**src/pkg/rwd_defs.svh**
```systemverilog
// constants for the alarm watchdog and system control port
`ifndef RWD_DEFS_SVH
`define RWD_DEFS_SVH

// system control port address and bit positions
`define RWD_PORT_ADDR 16'h0061
`define RWD_B_GATE 0
`define RWD_B_SPK 1
`define RWD_B_PAR 2
`define RWD_B_CHKMASK 3
`define RWD_B_T2OUT 5
`define RWD_B_CHKSEEN 6
`define RWD_CTL_W 4
`define RWD_CTL_RESET 4'h8

// boot supervision periods in seconds (30, 60, 90)
`define RWD_BOOT_A_SEC 8'h1E
`define RWD_BOOT_B_SEC 8'h3C
`define RWD_BOOT_C_SEC 8'h5A

// timing
`define RWD_CLK_HZ 25000000
`define RWD_SEC_CYC (`RWD_CLK_HZ)
`define RWD_DEBOUNCE_MS 10
`define RWD_DEBOUNCE_CYC ((`RWD_CLK_HZ / 1000) * `RWD_DEBOUNCE_MS)
`define RWD_RST_PULSE_US 100
`define RWD_RST_PULSE_CYC ((`RWD_CLK_HZ / 1000000) * `RWD_RST_PULSE_US)
`define RWD_RST_CNT_W 12

`endif

```
**src/pkg/rwd_pkg.sv**
```systemverilog
// types shared by the alarm watchdog modules
package rwd_pkg;
  typedef enum logic [1:0] {RWD_BOOT_OFF, RWD_BOOT_A, RWD_BOOT_B, RWD_BOOT_C} rwd_boot_e;
  typedef enum logic [1:0] {RWD_ROUTE_IRQ, RWD_ROUTE_NMI, RWD_ROUTE_RESET} rwd_route_e;
  typedef enum logic [1:0] {RWD_ST_WAIT1, RWD_ST_WAIT2, RWD_ST_LOAD, RWD_ST_RUN} rwd_boot_st_e;
  typedef logic [7:0] rwd_sec_t;
endpackage : rwd_pkg

```
**src/pkg/rwd_wd_if.sv**
```systemverilog
// control link between the watchdog logic and its countdown
`timescale 1ns/10ps
interface rwd_wd_if;
  logic load;
  logic stop;
  rwd_pkg::rwd_sec_t period;
  logic expire;
  logic running;
  modport ctl (output load, output stop, output period, input expire, input running);
  modport cnt (input load, input stop, input period, output expire, output running);
endinterface : rwd_wd_if

```
**src/verilog/rwd_countdown.sv**
```systemverilog
// seconds timebase and one-shot watchdog countdown
`timescale 1ns/10ps
`include "rwd_defs.svh"
module rwd_countdown #(
  parameter int unsigned SEC_CYCLES = `RWD_SEC_CYC
) (
  // clock and reset
  input wire logic i_clock,
  input wire logic i_arst_n,
  // control from the watchdog logic
  rwd_wd_if.cnt wd
);
  import rwd_pkg::*;
  logic [31:0] div, next_div;
  rwd_sec_t cnt, next_cnt;
  logic run, next_run, exp, next_exp;

  always_comb begin
    next_div = div;
    next_cnt = cnt;
    next_run = run;
    next_exp = 1'b0;
    if (wd.load) begin
      // a reload restarts the second as well, so a full period is granted
      next_div = 32'h0000_0000;
      next_cnt = wd.period;
      next_run = (wd.period != 8'h00);
    end else if (wd.stop) begin
      next_run = 1'b0;
    end else if (run) begin
      if (div >= 32'(SEC_CYCLES - 1)) begin
        next_div = 32'h0000_0000;
        next_cnt = cnt - 8'h01;
        if (cnt == 8'h01) begin
          next_exp = 1'b1;
          next_run = 1'b0;
        end
      end else begin
        next_div = div + 32'h0000_0001;
      end
    end
  end

  always_ff @(posedge i_clock or negedge i_arst_n) begin
    if (!i_arst_n) begin
      div <= 32'h0000_0000;
      cnt <= 8'h00;
      run <= 1'b0;
      exp <= 1'b0;
    end else begin
      div <= next_div;
      cnt <= next_cnt;
      run <= next_run;
      exp <= next_exp;
    end
  end

  assign wd.expire = exp;
  assign wd.running = run;
endmodule : rwd_countdown

```
**src/verilog/rwd_debounce.sv**
```systemverilog
// push-button synchroniser and debouncer
`timescale 1ns/10ps
`include "rwd_defs.svh"
module rwd_debounce #(
  parameter int unsigned CYCLES = `RWD_DEBOUNCE_CYC
) (
  // clock and reset
  input wire logic i_clock,
  input wire logic i_arst_n,
  // raw pin, low while pressed
  input wire logic i_button_n,
  // debounced level, high while pressed
  output logic o_pressed
);
  import rwd_pkg::*;
  logic s1, s2, stable, next_stable;
  logic [31:0] cnt, next_cnt;

  always_comb begin
    next_stable = stable;
    next_cnt = 32'h0000_0000;
    // input must hold its new level for the whole window
    if (s2 != stable) begin
      if (cnt >= 32'(CYCLES - 1)) begin
        next_stable = s2;
      end else begin
        next_cnt = cnt + 32'h0000_0001;
      end
    end
  end

  always_ff @(posedge i_clock or negedge i_arst_n) begin
    if (!i_arst_n) begin
      s1 <= 1'b1;
      s2 <= 1'b1;
      stable <= 1'b1;
      cnt <= 32'h0000_0000;
      o_pressed <= 1'b0;
    end else begin
      s1 <= i_button_n;
      s2 <= s1;
      stable <= next_stable;
      cnt <= next_cnt;
      o_pressed <= ~next_stable;
    end
  end
endmodule : rwd_debounce

```
**src/verilog/rwd_top.sv**
```systemverilog
// alarm watchdog with timeout routing and system control port
`timescale 1ns/10ps
`include "rwd_defs.svh"
module rwd_top #(
  parameter int unsigned SEC_CYCLES = `RWD_SEC_CYC,
  parameter int unsigned DEBOUNCE_CYCLES = `RWD_DEBOUNCE_CYC,
  parameter int unsigned RST_CYCLES = `RWD_RST_PULSE_CYC
) (
  // clock and reset
  input wire logic i_clock,
  input wire logic i_arst_n,
  // host i/o cycle, synchronous
  input wire logic [15:0] i_io_addr,
  input wire logic i_io_wr,
  input wire logic i_io_rd,
  input wire logic [7:0] i_io_wdata,
  output logic [7:0] o_io_rdata,
  // speaker timer
  input wire logic i_timer2_out,
  output logic o_timer2_gate,
  output logic o_speaker,
  // host watchdog command, synchronous
  input wire logic i_wd_cmd_valid,
  input wire logic i_wd_cmd_enable,
  input wire rwd_pkg::rwd_sec_t i_wd_cmd_seconds,
  output logic o_wd_running,
  // configuration straps and pins
  input wire rwd_pkg::rwd_boot_e i_boot_timeout_sel,
  input wire logic [1:0] i_timeout_route_jumper,
  input wire logic i_reset_button_n,
  // open-drain channel-check line, active low
  input wire logic i_chk_line_n,
  output logic o_chk_line_n,
  output logic o_chk_line_oe,
  // to the processor and system
  output logic o_irq8,
  output logic o_nmi,
  output logic o_sys_reset
);
  import rwd_pkg::*;

  rwd_wd_if wd_bus ();

  rwd_countdown #(
    .SEC_CYCLES(SEC_CYCLES)
  ) u_countdown (
    .i_clock(i_clock),
    .i_arst_n(i_arst_n),
    .wd(wd_bus.cnt)
  );

  logic button_pressed;

  rwd_debounce #(
    .CYCLES(DEBOUNCE_CYCLES)
  ) u_debounce (
    .i_clock(i_clock),
    .i_arst_n(i_arst_n),
    .i_button_n(i_reset_button_n),
    .o_pressed(button_pressed)
  );

  // pin synchronisers
  logic [1:0] jmp_s1, jmp_s2;
  rwd_boot_e boot_s1, boot_s2;
  logic chk_s1, chk_s2, chk_d;

  always_ff @(posedge i_clock or negedge i_arst_n) begin
    if (!i_arst_n) begin
      jmp_s1 <= 2'h0;
      jmp_s2 <= 2'h0;
      boot_s1 <= RWD_BOOT_OFF;
      boot_s2 <= RWD_BOOT_OFF;
      chk_s1 <= 1'b1;
      chk_s2 <= 1'b1;
      chk_d <= 1'b1;
    end else begin
      jmp_s1 <= i_timeout_route_jumper;
      jmp_s2 <= jmp_s1;
      boot_s1 <= i_boot_timeout_sel;
      boot_s2 <= boot_s1;
      chk_s1 <= i_chk_line_n;
      chk_s2 <= chk_s1;
      chk_d <= chk_s2;
    end
  end

  rwd_route_e route;

  always_comb begin
    unique case (jmp_s2)
      2'h1: route = RWD_ROUTE_NMI;
      2'h2: route = RWD_ROUTE_RESET;
      // open, or both positions fitted, leaves only the interrupt
      default: route = RWD_ROUTE_IRQ;
    endcase
  end

  rwd_sec_t boot_period;

  always_comb begin
    unique case (boot_s2)
      RWD_BOOT_OFF: boot_period = 8'h00;
      RWD_BOOT_A: boot_period = `RWD_BOOT_A_SEC;
      RWD_BOOT_B: boot_period = `RWD_BOOT_B_SEC;
      RWD_BOOT_C: boot_period = `RWD_BOOT_C_SEC;
    endcase
  end

  // state
  logic [`RWD_CTL_W-1:0] ctl, next_ctl;
  logic chk_seen, next_chk_seen;
  logic nmi_armed, next_nmi_armed;
  logic chk_drive, next_chk_drive;
  logic [`RWD_RST_CNT_W-1:0] rst_cnt, next_rst_cnt;
  rwd_boot_st_e boot_st, next_boot_st;
  logic [7:0] next_rdata;
  logic next_speaker, next_irq8, next_nmi, t2_eff;
  logic io_wr_hit, mask_set, chk_event, expire;

  assign io_wr_hit = i_io_wr && (i_io_addr == `RWD_PORT_ADDR);
  assign mask_set = io_wr_hit && i_io_wdata[`RWD_B_CHKMASK];
  assign chk_event = chk_d && !chk_s2;
  assign expire = wd_bus.expire;

  // countdown control: boot load takes priority over a host command
  always_comb begin
    wd_bus.load = 1'b0;
    wd_bus.stop = 1'b0;
    wd_bus.period = i_wd_cmd_seconds;
    if (boot_st == RWD_ST_LOAD) begin
      wd_bus.load = 1'b1;
      wd_bus.period = boot_period;
    end else if (i_wd_cmd_valid) begin
      wd_bus.load = i_wd_cmd_enable;
      wd_bus.stop = !i_wd_cmd_enable;
    end
  end

  always_comb begin
    next_ctl = ctl;
    next_chk_seen = chk_seen;
    next_nmi_armed = nmi_armed;
    next_chk_drive = chk_drive;
    next_rst_cnt = rst_cnt;
    next_boot_st = boot_st;
    next_nmi = 1'b0;
    next_rdata = o_io_rdata;

    if (io_wr_hit) begin
      next_ctl = i_io_wdata[`RWD_CTL_W-1:0];
    end

    // gate low parks the timer output high
    t2_eff = ctl[`RWD_B_GATE] ? i_timer2_out : 1'b1;
    next_speaker = ctl[`RWD_B_SPK] & t2_eff;

    // alarm always raises the interrupt; only runs while enabled
    next_irq8 = expire;

    // masking clears status and re-arms; a new event in the same cycle wins
    if (mask_set) begin
      next_chk_seen = 1'b0;
      next_nmi_armed = 1'b1;
      next_chk_drive = 1'b0;
    end
    if (chk_event) begin
      next_chk_seen = 1'b1;
    end
    if (expire && route == RWD_ROUTE_NMI) begin
      next_chk_drive = 1'b1;
    end

    // one NMI per arm; mask bit high keeps it off the processor
    if (chk_seen && nmi_armed && !ctl[`RWD_B_CHKMASK] && !mask_set) begin
      next_nmi = 1'b1;
      next_nmi_armed = 1'b0;
    end

    // button and reset route share the same stretched pulse
    if (button_pressed || (expire && route == RWD_ROUTE_RESET)) begin
      next_rst_cnt = `RWD_RST_CNT_W'(RST_CYCLES);
    end else if (rst_cnt != '0) begin
      next_rst_cnt = rst_cnt - `RWD_RST_CNT_W'(1);
    end

    // boot supervision restarts after every system reset pulse
    unique case (boot_st)
      RWD_ST_WAIT1: next_boot_st = RWD_ST_WAIT2;
      RWD_ST_WAIT2: next_boot_st = RWD_ST_LOAD;
      RWD_ST_LOAD: next_boot_st = RWD_ST_RUN;
      RWD_ST_RUN: begin
        if (rst_cnt == `RWD_RST_CNT_W'(1)) begin
          next_boot_st = RWD_ST_LOAD;
        end
      end
    endcase

    if (i_io_rd && i_io_addr == `RWD_PORT_ADDR) begin
      next_rdata = 8'h00;
      next_rdata[`RWD_CTL_W-1:0] = ctl;
      next_rdata[`RWD_B_T2OUT] = t2_eff;
      next_rdata[`RWD_B_CHKSEEN] = chk_seen;
    end
  end

  always_ff @(posedge i_clock or negedge i_arst_n) begin
    if (!i_arst_n) begin
      ctl <= `RWD_CTL_RESET;
      chk_seen <= 1'b0;
      nmi_armed <= 1'b1;
      chk_drive <= 1'b0;
      rst_cnt <= '0;
      boot_st <= RWD_ST_WAIT1;
      o_io_rdata <= 8'h00;
      o_speaker <= 1'b0;
      o_timer2_gate <= 1'b0;
      o_irq8 <= 1'b0;
      o_nmi <= 1'b0;
      o_chk_line_oe <= 1'b0;
      o_sys_reset <= 1'b0;
      o_wd_running <= 1'b0;
    end else begin
      ctl <= next_ctl;
      chk_seen <= next_chk_seen;
      nmi_armed <= next_nmi_armed;
      chk_drive <= next_chk_drive;
      rst_cnt <= next_rst_cnt;
      boot_st <= next_boot_st;
      o_io_rdata <= next_rdata;
      o_speaker <= next_speaker;
      o_timer2_gate <= next_ctl[`RWD_B_GATE];
      o_irq8 <= next_irq8;
      o_nmi <= next_nmi;
      o_chk_line_oe <= next_chk_drive;
      o_sys_reset <= (next_rst_cnt != '0);
      o_wd_running <= wd_bus.running;
    end
  end

  // open drain: only ever pulls low
  assign o_chk_line_n = 1'b0;
endmodule : rwd_top
```
**config.mk**
```make
export PLATFORM = sky130hd
export DESIGN_NAME = rwd_top
export DESIGN_NICKNAME = d
export VERILOG_FILES = /design/src/pkg/rwd_pkg.sv /design/src/pkg/rwd_wd_if.sv /design/src/verilog/rwd_countdown.sv /design/src/verilog/rwd_debounce.sv /design/src/verilog/rwd_top.sv
export VERILOG_INCLUDE_DIRS = /design/src /design/src/pkg
export SDC_FILE = /design/constraint.sdc
export NUM_CORES = 1
export LEC_CHECK = 0
export ABC_AREA = 1
export BUFFER_PORTS_ARGS = -buffer_cell sky130_fd_sc_hd__buf_2
export CORE_ASPECT_RATIO = 0.75
export CORE_MARGIN = 2
export CORE_UTILIZATION = 55
export CTS_CLUSTER_DIAMETER = 120
export DETAILED_ROUTE_END_ITERATION = 10
export PLACE_DENSITY = 0.84
export SLEW_MARGIN = 25
export SYNTH_ARGS = -nofsm -noshare
export SYNTH_HDL_FRONTEND = slang
export SYNTH_SLANG_ARGS = --single-unit
export TNS_END_PERCENT = 100
```
**constraint.sdc**
```tcl
create_clock -name i_clock -period 2.1 [get_ports i_clock]
set_input_delay 0.63 -clock i_clock [delete_from_list [all_inputs] [get_ports i_clock]]
set_output_delay 0.63 -clock i_clock [all_outputs]
set_load 0.1 [all_outputs]
```
==> results.toml <==
[outcome]
outcome = "completed"

[yosys]
ys.flop_type = "dfrtp_1"
yosysSeqAreaShare = 0.507
ys_top_cells_by_count = "nand2_1, nor2_1, dfrtp_1"
synth.avg_cell_area_um2 = 8.11
synth_simple_gate_area_frac = 0.306
syn_area_um2 = 5990
synthAdderAreaFrac = 0.0251
synth_top_cell_by_area = "dfrtp_1"
synthArstFlopShare = 1.00
yosys_warnings = 0
synth_top_family_by_area = "simple AND/OR/NAND/NOR gates"
yosysUniqueCellTypes = 39
synth_most_common_cell = "nand2_1"
synthXorXnorAreaFrac = 0.0395
synth_compound_area_frac = 0.0420
synth_seq_cells = 121
synth_edf_count = 0
synth.mux.area_fraction = 0
synth_area_leaders = "dfrtp_1, nand2_1, nor2_1"
synth_cells = 739
yosysTopAreaCellShare = 0.472

[pwr]
p_total_mw = 6.18
power_density_nw_per_um2 = 868
ir_drop_mv = 0.679
p_leak_nw = 3.58

[critical_path]
crit_path_start = "u_countdown.div[0]$_DFFE_PN0P_"
cp_num_buf_inv = 2
crit_chain = "ha_1, nand2_1, inv_1, nand2_1, nand2_1, nand2_1, nand2_1, nand2_2, nand3_4, nand2_4, inv_6, nor2_1"
r2r-start = "u_countdown.div[0]$_DFFE_PN0P_"
worst-path-max-fanout = 23
worstPathArrival_ns = 2.16
slowest_delay_ns = 0.40
cp-end-kind = "flop"
cpMaxStageDelayCell = "dfrtp_1"
worst_path_most_repeated_cell = "nand2_1"
path_class = "reg2reg"
critPathTopFamily = "simple AND/OR/NAND/NOR gates"
crit_path_start_kind = "flop"
cp.required_ns = 2.39

[global_routing]
track_usage = 0.223
antenna_found_initial = 0
grt_start_max_net_pins = 38
overflow = 0
grt_pass1_vias = 4664
grt_pass1_wl_um = 21200

[die]
core_um2 = 10500
die_x_um = 125
dieArea_um2 = 11800
row_count = 32
dieHeight_um = 94.4
pin_count = 61
start_util = 0.573

[hold_path]
hp-class = "in2async"

[timing]
finalCriticalPeriod_ns = 1.87
drv_slew = 0
period_share = 0.891
setup-tns-final_ns = 0
hold_viol_final = 0
setup_violations = 0
finClkSkew_ns = 0.0103
rsz0062_at_grt = "false"
worst_slack_ns = 0.228
fin_hold_ws_ns = 0.193
clock.fmax_mhz = 534

[placement]
hpwl_um = 8490
portBuffers = 53
dp_cells = 942
place_ws_ns = 0.181
gp_congestion = 0.892
place_area_um2 = 6500

[route]
avgViaCountPerCell = 5.04
wirelength_um = 12000
drc = 0
vias = 4910
dr.pass1.iters = 5
drtIter0Drc = 355
antenna_left = 0
routedWlPerCell_um = 12.3

[cells_and_area]
n_antenna_cell = 0
fin_cells = 974
final_cell_area_um2 = 7110
fill_cells = 808
final_layout_size_suffix_gt1_frac = 0.155
synthToLayoutAreaGrowth_pct = 18.8
layout.nets = 882
fin_util = 0.681

[clock_network]
cts_root_buf = "clkbuf_16"
cts_buffers = 17
holdBufCountCts = 0
cts-resized-gates = 0
clock_path_buffers = 2
clkSinkCount = 121
post_cts_buffers = 0
insertion_delay_ns = 0.41
htree_levels = 4
clk_pin_slew_ns = 0.06
cts_tree = "yes"

[run]
drv_cap = 0
==> state kept, by name (all words and copies together) (netlist names), 2 cells and up <==
signal           cells
boot_s2              2
jmp_s2               2
rst_cnt             12
u_countdown.cnt      8
boot_s1              2
boot_st              2
ctl                  4
u_countdown.div     32
o_io_rdata           6
u_debounce.cnt      32
jmp_s1               2
==> metal layers <==
| layer | vias up | wire length [um] | global-route usage |
|---|---|---|---|
| met1 | 2301 | 5840 | 0.311 |
| met2 | 138 | 5390 | 0.347 |
| met5 | - | 0 | 0 |
| li1 | 2457 | - | - |
| met3 | 14 | 635 | 0.0572 |
| met4 | 0 | 114 | 0.0693 |
==> cells in the final DEF, fill, tap and decap left out, types with 9 or more instances in the layout <==
cell type	netlist	layout
xor2_1	20	20
clkbuf_16	0	17
ha_1	12	12
nor2_1	131	131
buf_4	4	9
o21ai_0	35	35
nor3_1	9	9
nand3_1	62	62
dfrtp_1	113	113
buf_2	3	52
conb_1	1	17
nand4_1	13	13
inv_1	100	100
nand2_1	170	170
==> final cells by class <==
class,count,area [um^2],share of cell area
clock inverter,14,173,0.0243
inverter,103,392,0.0550
tap,136,170,0.0239
sequential,121,3040,0.427
timing repair buffer,63,368,0.0517
multi-input combinational,519,2530,0.356
clock buffer,18,439,0.0617
==> kinds of logic after synthesis <==
| logic type | after synthesis |
|---|---|
| buffers and inverters | 115 |
| and+or+nand+nor | 415 |
| other | 1 |
| AOI/OAI and AO/OA | 48 |
| adders and majority gates | 12 |
| xor gates and xnor gates | 27 |
| DFF | 121 |
==> path summary, 6_finish.rpt <==
path,slack [ns],cells past startpoint,endpoint
setup / recovery,0.23,12,u_countdown.div[5]$_DFFE_PN0P_
hold / removal,0.19,1,o_speaker$_DFF_PN0_
setup reg to reg,0.23,12,u_countdown.div[5]$_DFFE_PN0P_
hold reg to reg,0.34,0,boot_s2[0]$_DFF_PN0_
max in group asynchronous,1.28,2,chk_s1$_DFF_PN1_
min in group i_clock,0.32,1,chk_s1$_DFF_PN1_
==> power breakdown <==
part	internal, mW	total [mW]	switching [mW]
registers	2.46	2.56	0.104
logic	0.227	0.658	0.431
clock network	1.90	2.96	1.06
total	4.59	6.18	1.59
(Power assumes the default switching activity.)
